--- src/hw/insn_decode_defs.svh ---
// field positions, opcode and function values for the instruction decoder
// assumes 32-bit instruction words, opcode in the top six bits
`ifndef INSN_DECODE_DEFS_SVH
`define INSN_DECODE_DEFS_SVH

// ==========================================================
// field positions
`define INSN_WIDTH        32
`define OPC_MSB           31
`define OPC_LSB           26
`define FP_FUNC_MSB       15
`define FP_FUNC_LSB       5
`define MEM_FUNC_MSB      15
`define MEM_FUNC_LSB      0
`define BR_HINT_MSB       15
`define BR_HINT_LSB       14
`define OPR_FUNC_MSB      11
`define OPR_FUNC_LSB      5
`define PAL_FUNC_MSB      25
`define PAL_FUNC_LSB      0

// ==========================================================
// primary opcodes
`define OPC_PAL           6'h00
`define OPC_INT_ARITH     6'h10
`define OPC_INT_LOGIC     6'h11
`define OPC_FP_VAXLIKE    6'h15
`define OPC_FP_IEEE       6'h16
`define OPC_MISC_MFC      6'h18
`define OPC_JUMP_MBR      6'h1A

// ==========================================================
// function codes
`define FN_ADD32          7'h00
`define FN_ADD32_TRAP     7'h40
`define FN_ADD64          7'h20
`define FN_ADD64_TRAP     7'h60
`define FN_ARCH_MASK      7'h61
`define FN_FP_ADD_SINGLE  11'h080
`define FN_FP_ADD_DOUBLE  11'h0A0

`endif

--- src/hw/insn_decode_pkg.sv ---
// types shared by the instruction decoder files
// assumes nothing beyond the defs header
package insn_decode_pkg;

  // ==========================================================
  // instruction format classes
  typedef enum logic [2:0] {
    FMT_BRANCH  = 3'h0,
    FMT_FLOAT   = 3'h1,
    FMT_MEMORY  = 3'h2,
    FMT_MEMFUNC = 3'h3,
    FMT_MEMBR   = 3'h4,
    FMT_OPERATE = 3'h5,
    FMT_PRIVLIB = 3'h6,
    FMT_NONE    = 3'h7
  } format_type;

  // ==========================================================
  // decoded operations
  typedef enum logic [3:0] {
    OP_NOP          = 4'h0,
    OP_ADD32        = 4'h1,
    OP_ADD32_TRAP   = 4'h2,
    OP_ADD64        = 4'h3,
    OP_ADD64_TRAP   = 4'h4,
    OP_FADD_F_SGL   = 4'h5,
    OP_FADD_F_DBL   = 4'h6,
    OP_FADD_I_SGL   = 4'h7,
    OP_FADD_I_DBL   = 4'h8,
    OP_ARCH_MASK    = 4'h9,
    OP_LIB_CALL     = 4'hA,
    OP_ILLEGAL      = 4'hF
  } op_type;

endpackage

--- src/hw/format_classifier.sv ---
// maps a primary opcode onto its instruction format class
// assumes a purely combinational use inside the decode stage
`timescale 1ns/1ns
`default_nettype none
`include "insn_decode_defs.svh"

module format_classifier
  import insn_decode_pkg::*;
(
  // opcode in
  input  wire logic [5:0] opcode,
  // class out
  output format_type      formatClass
);

  // ==========================================================
  // opcode to format
  always_comb begin
    unique case (opcode)
      `OPC_PAL:                     formatClass = FMT_PRIVLIB;
      `OPC_INT_ARITH,
      `OPC_INT_LOGIC,
      6'h12, 6'h13, 6'h1C:          formatClass = FMT_OPERATE;
      `OPC_FP_VAXLIKE,
      `OPC_FP_IEEE,
      6'h14, 6'h17:                 formatClass = FMT_FLOAT;
      `OPC_MISC_MFC:                formatClass = FMT_MEMFUNC;
      `OPC_JUMP_MBR:                formatClass = FMT_MEMBR;
      default: begin
        if (opcode[5:4] == 2'b11) begin
          formatClass = FMT_BRANCH;
        end else if (opcode[5] || (opcode[5:3] == 3'b001)) begin
          formatClass = FMT_MEMORY;
        end else begin
          formatClass = FMT_NONE;
        end
      end
    endcase
  end

endmodule
`default_nettype wire

--- src/hw/instruction_format_decoder.sv ---
// decode stage: splits an instruction word into opcode and format fields
// assumes fetch presents one word per cycle with a valid strobe
`timescale 1ns/1ns
`default_nettype none
`include "insn_decode_defs.svh"

module instruction_format_decoder
  import insn_decode_pkg::*;
#(
  parameter int INSN_BITS = `INSN_WIDTH
)
(
  // clock and reset
  input  wire logic                   clk_sys,
  input  wire logic                   rst_n,
  // from fetch
  input  wire logic                   inValid,
  input  wire logic [INSN_BITS-1:0]   inWord,
  // to execution
  output logic                        outValid,
  output logic [5:0]                  outOpcode,
  output format_type                  outFormat,
  output op_type                      outOp,
  output logic                        outTrapOverflow,
  output logic                        outWide64,
  output logic                        outIllegal,
  // format fields
  output logic [10:0]                 outFpFunc,
  output logic [15:0]                 outMemFunc,
  output logic [1:0]                  outBranchHint,
  output logic [6:0]                  outOprFunc,
  output logic [25:0]                 outLibFunc,
  output logic [15:0]                 outDisplacement
);

  // ==========================================================
  // elaboration check
  if (INSN_BITS != 32) begin : g_width_check
    $error("instruction_format_decoder serves 32-bit words only");
  end

  // ==========================================================
  // field helpers
  function automatic logic [6:0] oprFuncOf(input logic [31:0] w);
    oprFuncOf = w[`OPR_FUNC_MSB:`OPR_FUNC_LSB];
  endfunction

  function automatic logic [10:0] fpFuncOf(input logic [31:0] w);
    fpFuncOf = w[`FP_FUNC_MSB:`FP_FUNC_LSB];
  endfunction

  // ==========================================================
  // combinational decode
  logic [5:0]   opcodeNow;
  format_type   formatNow;
  op_type       op_next;
  logic         trap_next;
  logic         wide_next;
  logic [10:0]  fpFunc_next;
  logic [15:0]  memFunc_next;
  logic [1:0]   hint_next;
  logic [6:0]   oprFunc_next;
  logic [25:0]  libFunc_next;
  logic [15:0]  disp_next;

  assign opcodeNow = inWord[`OPC_MSB:`OPC_LSB];

  format_classifier u_classifier (
    .opcode      (opcodeNow),
    .formatClass (formatNow)
  );

  // fields are only meaningful in their own format
  always_comb begin
    fpFunc_next  = 11'h000;
    memFunc_next = 16'h0000;
    hint_next    = 2'b00;
    oprFunc_next = 7'h00;
    libFunc_next = 26'h000_0000;
    disp_next    = 16'h0000;
    unique case (formatNow)
      FMT_FLOAT:   fpFunc_next  = fpFuncOf(inWord);
      FMT_MEMFUNC: memFunc_next = inWord[`MEM_FUNC_MSB:`MEM_FUNC_LSB];
      FMT_MEMBR: begin
        hint_next = inWord[`BR_HINT_MSB:`BR_HINT_LSB];
        disp_next = inWord[15:0];
      end
      FMT_OPERATE: oprFunc_next = oprFuncOf(inWord);
      FMT_PRIVLIB: libFunc_next = inWord[`PAL_FUNC_MSB:`PAL_FUNC_LSB];
      FMT_MEMORY:  disp_next    = inWord[15:0];
      FMT_BRANCH,
      FMT_NONE:    disp_next    = 16'h0000;
    endcase
  end

  // operation identity
  always_comb begin
    op_next   = OP_ILLEGAL;
    trap_next = 1'b0;
    wide_next = 1'b0;
    unique case (opcodeNow)
      `OPC_INT_ARITH: begin
        unique case (oprFuncOf(inWord))
          `FN_ADD32:      op_next = OP_ADD32;
          `FN_ADD32_TRAP: begin
            op_next   = OP_ADD32_TRAP;
            trap_next = 1'b1;
          end
          `FN_ADD64: begin
            op_next   = OP_ADD64;
            wide_next = 1'b1;
          end
          `FN_ADD64_TRAP: begin
            op_next   = OP_ADD64_TRAP;
            wide_next = 1'b1;
            trap_next = 1'b1;
          end
          default:        op_next = OP_ILLEGAL;
        endcase
      end
      `OPC_INT_LOGIC: begin
        if (oprFuncOf(inWord) == `FN_ARCH_MASK) begin
          op_next   = OP_ARCH_MASK;
          wide_next = 1'b1;
        end
      end
      `OPC_FP_VAXLIKE: begin
        if (fpFuncOf(inWord) == `FN_FP_ADD_SINGLE) begin
          op_next = OP_FADD_F_SGL;
        end else if (fpFuncOf(inWord) == `FN_FP_ADD_DOUBLE) begin
          op_next   = OP_FADD_F_DBL;
          wide_next = 1'b1;
        end
      end
      `OPC_FP_IEEE: begin
        if (fpFuncOf(inWord) == `FN_FP_ADD_SINGLE) begin
          op_next = OP_FADD_I_SGL;
        end else if (fpFuncOf(inWord) == `FN_FP_ADD_DOUBLE) begin
          op_next   = OP_FADD_I_DBL;
          wide_next = 1'b1;
        end
      end
      `OPC_PAL:           op_next = OP_LIB_CALL;
      default:            op_next = OP_ILLEGAL;
    endcase
  end

  // ==========================================================
  // valid and operation registers
  logic    valid_reg;
  op_type  op_reg;
  logic    trap_reg;
  logic    wide_reg;
  logic    illegal_reg;

  always_ff @(posedge clk_sys) begin
    if (!rst_n) begin
      valid_reg   <= 1'b0;
      op_reg      <= OP_NOP;
      trap_reg    <= 1'b0;
      wide_reg    <= 1'b0;
      illegal_reg <= 1'b0;
    end else if (inValid) begin
      valid_reg   <= 1'b1;
      op_reg      <= op_next;
      trap_reg    <= trap_next;
      wide_reg    <= wide_next;
      illegal_reg <= (op_next == OP_ILLEGAL);
    end else begin
      valid_reg   <= 1'b0;
      op_reg      <= OP_NOP;
      trap_reg    <= 1'b0;
      wide_reg    <= 1'b0;
      illegal_reg <= 1'b0;
    end
  end

  // ==========================================================
  // field registers
  logic [5:0]   opcode_reg;
  format_type   format_reg;
  logic [10:0]  fpFunc_reg;
  logic [15:0]  memFunc_reg;
  logic [1:0]   hint_reg;
  logic [6:0]   oprFunc_reg;
  logic [25:0]  libFunc_reg;
  logic [15:0]  disp_reg;

  always_ff @(posedge clk_sys) begin
    if (!rst_n || !inValid) begin
      opcode_reg  <= 6'h00;
      format_reg  <= FMT_NONE;
      fpFunc_reg  <= 11'h000;
      memFunc_reg <= 16'h0000;
      hint_reg    <= 2'b00;
      oprFunc_reg <= 7'h00;
      libFunc_reg <= 26'h000_0000;
      disp_reg    <= 16'h0000;
    end else begin
      opcode_reg  <= opcodeNow;
      format_reg  <= formatNow;
      fpFunc_reg  <= fpFunc_next;
      memFunc_reg <= memFunc_next;
      hint_reg    <= hint_next;
      oprFunc_reg <= oprFunc_next;
      libFunc_reg <= libFunc_next;
      disp_reg    <= disp_next;
    end
  end

  // ==========================================================
  // outputs
  assign outValid        = valid_reg;
  assign outOpcode       = opcode_reg;
  assign outFormat       = format_reg;
  assign outOp           = op_reg;
  assign outTrapOverflow = trap_reg;
  assign outWide64       = wide_reg;
  assign outIllegal      = illegal_reg;
  assign outFpFunc       = fpFunc_reg;
  assign outMemFunc      = memFunc_reg;
  assign outBranchHint   = hint_reg;
  assign outOprFunc      = oprFunc_reg;
  assign outLibFunc      = libFunc_reg;
  assign outDisplacement = disp_reg;

endmodule
`default_nettype wire

--- config.mk ---
export PLATFORM = sky130hd
export DESIGN_NAME = instruction_format_decoder
export DESIGN_NICKNAME = d
export VERILOG_FILES = /design/src/hw/insn_decode_pkg.sv /design/src/hw/format_classifier.sv /design/src/hw/instruction_format_decoder.sv
export VERILOG_INCLUDE_DIRS = /design/src /design/src/hw
export SDC_FILE = /design/constraint.sdc
export NUM_CORES = 1
export LEC_CHECK = 0
export BUFFER_PORTS_ARGS = -buffer_cell sky130_fd_sc_hd__buf_2
export CAP_MARGIN = 20
export CORE_MARGIN = 4
export CORE_UTILIZATION = 45
export DETAILED_ROUTE_END_ITERATION = 12
export MAX_ROUTING_LAYER = met4
export PLACE_DENSITY_LB_ADDON = 0.05
export SLEW_MARGIN = 40
export SYNTH_ARGS = -nofsm -noshare
export SYNTH_HDL_FRONTEND = slang
export SYNTH_SLANG_ARGS = --single-unit
--- constraint.sdc ---
create_clock -name clk_sys -period 2.88 [get_ports clk_sys]
set_input_delay 0.72 -clock clk_sys [delete_from_list [all_inputs] [get_ports clk_sys]]
set_output_delay 0.72 -clock clk_sys [all_outputs]
set_load 0.01 [all_outputs]
==> results of run 1 <==
## worst max-delay path: stages
cell and delay, ns:
buf_2 0.27, nand2b_1 0.09, a311oi_1 0.37, nand2b_1 0.33
o31a_1 0.65, nor2b_1 0.10
## layout make-up
cell class | count | area share (%)
Sequential cell | 95 | 47.1
Multi-Input combinational cell | 176 | 27.5
Timing Repair Buffer | 138 | 17.7
Clock buffer | 10 | 3.41
Tap cell | 77 | 2.39
Clock inverter | 6 | 1.43
Inverter | 5 | 0.465
## layer usage
metal / vias to the layer above / share of wire, %
met3: 13 / 7.7
met1: 1136 / 42
met5: - / 0
met2: 105 / 49
li1: 1247 / -
met4: 0 / 1.3
## cell families (layout without fill, tap and decap cells)
group	after synthesis	after routing	synth area share (%)
flip-flops	95	95	61.5
AND/OR/NAND/NOR	150	150	29.6
XOR/XNOR	2	2	0.567
AO/OA/AOI/OAI	24	24	5.34
buffers and inverters	21	159	2.95
## synth_stat cells (all sizes together)
| cell type | n | area, um^2 |
|---|---|---|
| xnor2 | 2 | 17.5 |
| and4bb | 2 | 25.0 |
| nand2b | 5 | 31.3 |
| o41a | 1 | 11.3 |
| nor2b | 19 | 119 |
| a22oi | 1 | 7.51 |
| a2111oi | 1 | 8.76 |
| a311oi | 2 | 17.5 |
| a31o | 1 | 8.76 |
| nor4 | 6 | 52.6 |
| a211o | 1 | 8.76 |
| or3 | 1 | 6.26 |
| a21oi | 5 | 25.0 |
| and2 | 46 | 288 |
| o22ai | 1 | 6.26 |
| nand4b | 1 | 8.76 |
| o31a | 1 | 8.76 |
| dfxtp | 95 | 1900 |
| o21ai | 5 | 25.0 |
| or4b | 1 | 10.0 |
| nand3 | 4 | 20.0 |
| inv | 5 | 18.8 |
| nor2 | 21 | 78.8 |
| buf | 5 | 31.3 |
| or4 | 2 | 18.8 |
| o211ai | 2 | 15.0 |
| nor4b | 2 | 38.8 |
| a211oi | 2 | 15.0 |
| nand4 | 5 | 31.3 |
| o21bai | 1 | 7.51 |
| nand3b | 3 | 22.5 |
| nor3 | 8 | 40.0 |
| clkbuf | 11 | 41.3 |
| and3 | 14 | 87.6 |
| nand2 | 10 | 37.5 |
## power groups by stage
stage	Sequential (mW)	Combinational, mW	Clock [mW]
floorplan	1.39	0.0798	0
global placement	1.37	0.179	0
detailed placement	1.37	0.182	0
CTS	1.34	0.183	0.860
global route	1.35	0.200	0.920
finish	1.34	0.181	0.834
## registers in the layout, summed over array words and instances, names as in the netlist
| signal | count |
|---|---|
| outOp | 4 |
| outBranchHint | 2 |
| outLibFunc | 26 |
| outDisplacement | 16 |
| outValid | 1 |
| outWide64 | 1 |
| outTrapOverflow | 1 |
| outOprFunc | 7 |
| outIllegal | 1 |
| outFpFunc | 11 |
| outFormat | 3 |
| outMemFunc | 16 |
| outOpcode | 6 |
## worst min path at each step
stage	from	end	depth (start not counted)
finish	inWord[25]	outLibFunc[25]$_SDFF_PP0_	2
global route	inWord[25]	outLibFunc[25]$_SDFF_PP0_	2
CTS	inWord[19]	outLibFunc[19]$_SDFF_PP0_	2
detailed placement	inWord[20]	outLibFunc[20]$_SDFF_PP0_	2
global placement	inWord[19]	outLibFunc[19]$_SDFF_PP0_	2
floorplan	inWord[0]	outLibFunc[0]$_SDFF_PP0_	1
==> metrics, run 1 <==
Cell Area, Synth=3090 um^2; drt initial violations=103; total CTS buffers=9; final hold violations=0; GR peak layer=met2; setup_tns=0 ns; Worst-Margin Slew=0.705 ns; initial antenna violation count=0; Syn Nets=327; VDD IR max=0.000416 V; First-pass DRT Iterations=4; Final Core Density=62.1%; drt drc=0; Avg Inst Size Synth=10.6 um^2; Layout area overhead=30.5%; Tightest Hold Check Type=in2reg; chip width=90.9 um; I/O Pins=130; via/cell ratio=4.93; final setup vio count=0; Synth Register Bits=95; final instance area=4040 um^2; Fillers=592; Setup crit end=outDisplacement[0]$_SDFF_PP0_; post-route setup slack=0.576 ns; normalized max-slew margin=52.9%; CTS tree=yes; Setup Slack @ Placement=0.173 ns; fin nets=460; GR met2 Demand/Resource=29.7%; Worst EP required=3.10 ns; gr ovfl total=0; Critical Path AT=2.52 ns; Avg WL per Cell=14.3 um; Setup crit start=inWord[30]; Post-DP Area=3840 um^2; met3 Use GR=5.83%; Crit. End Element=register; Die Y=90.9 um; Finished Layout Cells=507; combinational share of power=7.7%; outcome=complete, no violations; largest net degree at the start of global routing=24; Ant. Diodes=0; cell area power density=584 nW/um^2; Fmax=0.434 GHz; period utilisation layout=80.0%; final wirelength=7.25 mm; crit path launch type=input port; All-Layer GR Usage=18.0%; root buf cell=clkbuf_8; GPL Wtd Cong=0.893; Clock power frac=35.4%; post-layout min period=2.30 ns; TritonCTS Sinks=95; Syn. warnings=0; commonest cells after routing, fill and taps aside=129 x buf_2, 95 x dfxtp_1, 46 x and2_1, 21 x nor2_1, 19 x nor2b_1; met1 Usage GRT=21.1%; crit-path max FO=19; synthesized instance count=292; maximum level of the CTS H-tree=3; Crit Path Category=in2reg; DPL Wire Length=5.22 mm; DP Cell Count=491; Hold WS=0.550 ns; Post-CTS Hold Fix Bufs=0; maxcap violations=0; Slew Viols, Final=0; total leakage power=2.01 nW; Clk pin slew, worst setup/hold paths=0.10 ns; DRT antenna net count=0; commonest non-fill, non-tap cell in the layout=buf_2; Reg area=1900 um^2; vias in the first global route=2,234; die area=8260 um^2; unrepaired setup endpoints after global routing=no; synth unique cells=40; core area=6490 um^2; internal power=1.77 mW; layout cells sized above 1=37.9%; Seq/Total Area, Yosys=61.5%; clock buffer depth=2; row count=29; # resized after CTS=0; Multi-input gate area=1110 um^2; DR vias=2,501; Seq pwr share=57.0%; Initial Utilization=47.6%; Power Total=2.36 mW; switching pwr=0.587 mW; Setup Fix Bufs, Post-CTS=0; Port Buffers=129; Sw Share=24.9%; first-pass GRT wire length=11.3 mm
No activity file was read; power rests on OpenSTA's default activity.
==> run 2: changes to the inputs <==
--- a/config.mk
+++ b/config.mk
@@ -9,7 +9,7 @@
 export BUFFER_PORTS_ARGS = -buffer_cell sky130_fd_sc_hd__buf_2
 export CAP_MARGIN = 20
 export CORE_MARGIN = 4
-export CORE_UTILIZATION = 45
+export CORE_UTILIZATION = 42
 export DETAILED_ROUTE_END_ITERATION = 12
 export MAX_ROUTING_LAYER = met4
 export PLACE_DENSITY_LB_ADDON = 0.05
==> constraint.sdc (replaced) <==
create_clock -name clk_sys -period 2.1 [get_ports clk_sys]
set_input_delay 0.525 -clock clk_sys [delete_from_list [all_inputs] [get_ports clk_sys]]
set_output_delay 0.525 -clock clk_sys [all_outputs]
set_load 0.01 [all_outputs]
==> run 2 against run 1 <==
Compared with the run above: combinational power grew 62%; core utilization shrank 0.77 points; sequential share of layout area shrank 4.2 points; setup slack lost 0.46 ns; count of clock-buffer cells in the layout is the same; cell count grew 12%; critical path depth grew 2; cell area grew 9.7%; via count grew 2.4%; routed wire length grew 5.6%; critical endpoint is now outIllegal$_SDFF_PN0_.
==> metrics, run 2 (same netlist as run 1, synthesis figures left out) <==
DPL Wire Length=5.72 mm (+9.6%); via/cell ratio=4.51 (-8.6%); Initial Utilization=42.9% (-4.7 points); die area=8800 um^2 (+6.5%); outcome=complete, no violations; crit-path max FO=6 (-13); normalized max-slew margin=68.5% (+16 points); GPL Wtd Cong=0.879 (-1.7%); Setup Fix Bufs, Post-CTS=0 (unchanged); Worst-Margin Slew=0.461 ns (-0.244 ns); final hold violations=0 (unchanged); Clk pin slew, worst setup/hold paths=0.09 ns (about the same); Hold WS=0.366 ns (-0.183 ns); Sw Share=22.4% (-2.5 points); root buf cell=clkbuf_8; final wirelength=7.66 mm (+5.6%); Layout area overhead=43.2%; drt drc=0 (unchanged); CTS tree=yes; Slowest-stage cell, CP=or4_4; period utilisation layout=94.5%; cell area power density=782 nW/um^2 (+34%); drt initial violations=56 (-46%); internal power=2.68 mW (+52%); Critical Path AT=2.24 ns (-0.28 ns); Clock power frac=38.3% (+2.9 points); unrepaired setup endpoints after global routing=no; setup_tns=0 ns (unchanged); commonest cells after routing, fill and taps aside=129 x buf_2, 95 x dfxtp_1, 46 x and2_1, 45 x buf_4, 21 x nor2_1; total CTS buffers=9 (unchanged); Cell Chain, Critical Path=buf_2 > or4_4 > nor4_4 > buf_4 > nor2_1 > a311oi_1 > buf_4 > nor4b_4; All-Layer GR Usage=18.3% (+0.23 points); Top cell by count, worst path=buf_4; Crit Path Category=in2reg; TritonCTS Sinks=95 (unchanged); # resized after CTS=0 (unchanged); gr ovfl total=0 (unchanged); First-pass DRT Iterations=4 (unchanged); combinational share of power=8.5% (+0.8 points); Post-CTS Hold Fix Bufs=0 (unchanged); layout cells sized above 1=43.3% (+5.4 points); Port Buffers=129 (unchanged); DRT antenna net count=0 (unchanged); Crit. End Element=register; Avg WL per Cell=13.5 um (-5.8%); switching pwr=0.776 mW (+32%); core area=7210 um^2 (+11%); chip width=93.8 um (+3.2%); vias in the first global route=2,450 (+9.7%); clock buffer depth=2 (unchanged); largest net degree at the start of global routing=21 (-13%); Slew Viols, Final=0 (unchanged); first-pass GRT wire length=12.0 mm (+6.3%); Die Y=93.8 um (+3.2%); Seq pwr share=53.3% (-3.7 points); crit path launch type=input port; commonest non-fill, non-tap cell in the layout=buf_2; maximum level of the CTS H-tree=3 (unchanged); final setup vio count=0 (unchanged); max reg flops=26 (unchanged); Fmax=0.504 GHz; DR vias=2,560 (+2.4%); total leakage power=2.22 nW (+11%); Ant. Diodes=0 (unchanged); row count=31 (+6.9%); initial antenna violation count=0 (unchanged); Tightest Hold Check Type=in2reg; VDD IR max=0.000293 V (-29%); post-layout min period=1.98 ns; Worst EP required=2.35 ns (-0.75 ns); maxcap violations=0 (unchanged); I/O Pins=130 (unchanged); CP max stage delay=0.59 ns (-0.06 ns); fin nets=499 (+8.5%)
## run 2: cell count changes in the layout (fill, tap and decap cells not counted), sizes merged
cell	delta
buf	+39
inv	-3
bufinv	+2
clkinv	+1
## run 2: worst paths after layout
kind	cells past startpoint	slack [ns]	startpoint	endpoint
max	8	0.12	inWord[6]	outIllegal$_SDFF_PN0_
min	2	0.37	inWord[21]	outLibFunc[21]$_SDFF_PP0_
## run 2: worst max-delay path, delay by kind of cell
family / cells / cell delay (ns)
compound gates: 1 / 0.27
buf+inv: 3 / 0.47
simple gates: 4 / 0.97
## run 2: stage by stage
step	utilization [%]	worst slack [ns]	instance area [um^2]	cells	power, mW
2_1_floorplan	-	-0.0392	3100	292	2.02
3_5_place_dp	58.2	-0.243	4200	552	2.18
5_1_grt	61.4	0.0161	4430	568	3.61
4_1_cts	61.4	0.129	4430	568	3.50
3_3_place_gp	58.2	-0.219	4200	552	2.18
6_report	61.4	0.116	4430	568	3.46
## run 2: layer usage
metal / share of wire (%) / track usage (%) / vias to the layer above
li1: - / - / 1317
met1: 41 / 20.6 / 1151
met2: 51 / 31.6 / 83
met3: 6.3 / 3.85 / 9
met4: 0.89 / 7.10 / 0
met5: 0 / - / -
## run 2: power groups by stage
stage | Sequential (mW) | Clock (mW) | Combinational, mW
after floorplan | 1.91 | 0 | 0.110
after detailed placement | 1.89 | 0 | 0.295
after global routing | 1.85 | 1.44 | 0.323
final | 1.84 | 1.32 | 0.293
after global placement | 1.89 | 0 | 0.293
after CTS | 1.84 | 1.37 | 0.296
## run 2: cell type report
class | count | area (um^2)
Clock buffer | 10 | 138
Clock inverter | 6 | 91.3
Fill cell | 663 | 2790
Inverter | 5 | 18.8
Multi-Input combinational cell | 176 | 1110
Sequential cell | 95 | 1900
Tap cell | 99 | 124
Timing Repair Buffer | 177 | 1040
==> run 3: changes to the inputs <==
--- a/config.mk
+++ b/config.mk
@@ -6,8 +6,9 @@
 export SDC_FILE = /design/constraint.sdc
 export NUM_CORES = 1
 export LEC_CHECK = 0
-export BUFFER_PORTS_ARGS = -buffer_cell sky130_fd_sc_hd__buf_2
+export BUFFER_PORTS_ARGS = -buffer_cell sky130_fd_sc_hd__buf_4
 export CAP_MARGIN = 20
+export CORE_ASPECT_RATIO = 0.8
 export CORE_MARGIN = 4
 export CORE_UTILIZATION = 42
 export DETAILED_ROUTE_END_ITERATION = 12
==> run 3 against run 2 <==
Compared with the run above: sequential power barely moved; critical path depth fell by 2; core utilization rose by 4.5 points.
==> metrics, run 3 (same netlist as run 1, synthesis figures left out) <==
CTS tree=yes; unrepaired setup endpoints after global routing=no; via/cell ratio=4.70 (+4.2%); Clk pin slew, worst setup/hold paths=0.09 ns (about the same); final hold violations=0 (unchanged); drt initial violations=204 (+260%); Post-DP Area=4430 um^2 (+5.5%); final wirelength=7.96 mm (+3.9%); final instance area=4620 um^2 (+4.5%); Port Buffers=129 (unchanged); Fmax=0.503 GHz (-0.17%); Final Core Density=65.8% (+4.5 points); vias in the first global route=2,479 (+1.2%); Layout area overhead=49.6%; maximum level of the CTS H-tree=3 (unchanged); row count=27 (-13%); final setup vio count=0 (unchanged); Slew Viols, Final=0 (unchanged); Setup Slack @ Placement=-0.243 ns (-0.000122 ns); Critical Path AT=2.23 ns (about the same); normalized max-slew margin=74.2% (+5.7 points); chip width=104 um (+11%); Finished Layout Cells=546 (-3.9%); commonest non-fill, non-tap cell in the layout=buf_4; layout cells sized above 1=41.8% (-1.5 points); Power Total=3.35 mW (-3.1%); Crit Path Category=in2reg; crit path launch type=input port; I/O Pins=130 (unchanged); Crit. End Element=register; drt drc=0 (unchanged); total CTS buffers=9 (unchanged); post-route setup slack=0.113 ns (-0.00336 ns); # resized after CTS=0 (unchanged); period utilisation layout=94.6% (+0.16 points); total leakage power=2.19 nW (-1.5%); gr ovfl total=0 (unchanged); VDD IR max=0.000509 V (+74%); fin nets=489 (-2.0%); Worst EP required=2.35 ns (about the same); root buf cell=clkbuf_8; DP Cell Count=530 (-4.0%); All-Layer GR Usage=18.5% (+0.29 points); Setup Fix Bufs, Post-CTS=0 (unchanged); cell area power density=725 nW/um^2 (-7.3%); GPL Wtd Cong=0.885 (+0.71%); DPL Wire Length=5.92 mm (+3.5%); First-pass DRT Iterations=4 (unchanged); maxcap violations=0 (unchanged); max reg flops=26 (unchanged); Avg WL per Cell=14.6 um (+8.1%); Ant. Diodes=0 (unchanged); Initial Utilization=44.0% (+1.1 points); Reg area=1900 um^2 (unchanged); clock buffer depth=2 (unchanged); TritonCTS Sinks=95 (unchanged); DRT antenna net count=0 (unchanged); outcome=complete, no violations; Tightest Hold Check Type=in2reg; post-layout min period=1.99 ns (+0.00336 ns); largest net degree at the start of global routing=19 (-9.5%); Worst-Margin Slew=0.377 ns (-0.0832 ns); Post-CTS Hold Fix Bufs=0 (unchanged); core area=7030 um^2 (-2.6%); DR vias=2,564 (+0.16%); Die Y=84.7 um (-9.7%); Fillers=577 (-13%); initial antenna violation count=0 (unchanged); first-pass GRT wire length=12.7 mm (+5.7%); crit-path max FO=4 (-2); die area=8810 um^2 (+0.10%); Multi-input gate area=1110 um^2 (unchanged); commonest cells after routing, fill and taps aside=164 x buf_4, 95 x dfxtp_1, 46 x and2_1, 21 x nor2_1, 19 x nor2b_1
-- run 3: report_power, final --
group	switching, mW	total (mW)	internal [mW]
sequential	0.00977	1.85	1.84
combinational	0.154	0.323	0.169
clock	0.625	1.18	0.558
-- run 3: layout make-up --
cell class                      instances  area share (%)
Clock buffer                           10            2.76
Clock inverter                          6            1.43
Inverter                                5           0.406
Multi-Input combinational cell        176            24.0
Sequential cell                        95            41.1
Tap cell                               87            2.35
Timing Repair Buffer                  167            27.9
-- run 3: worst paths after layout --
path	from	endpoint	slack [ns]	cells past startpoint
min	inWord[24]	outLibFunc[24]$_SDFF_PP0_	0.37	2
max	inWord[6]	outIllegal$_SDFF_PN0_	0.11	6
-- run 3: critical path: stages --
cell     delay (ns)
buf_4          0.11
or4_4          0.58
nor4_4         0.33
o22ai_1        0.14
o41a_1         0.40
nor4b_4        0.14
-- run 3: metrics by stage --
step | hold WS, ns | TNS, ns
floorplan | 0.647 | -0.0392
detailed placement | 0.730 | -1.31
global placement | 0.727 | -1.10
finish | 0.372 | 0
CTS | 0.357 | 0
global route | 0.360 | 0
-- run 3: per-layer routing --
| layer | global-route usage, % | wire (um) |
|---|---|---|
| met2 | 27.6 | 3520 |
| met1 | 25.1 | 3710 |
| met4 | 4.23 | 61 |
| met5 | - | 0 |
| met3 | 5.30 | 668 |
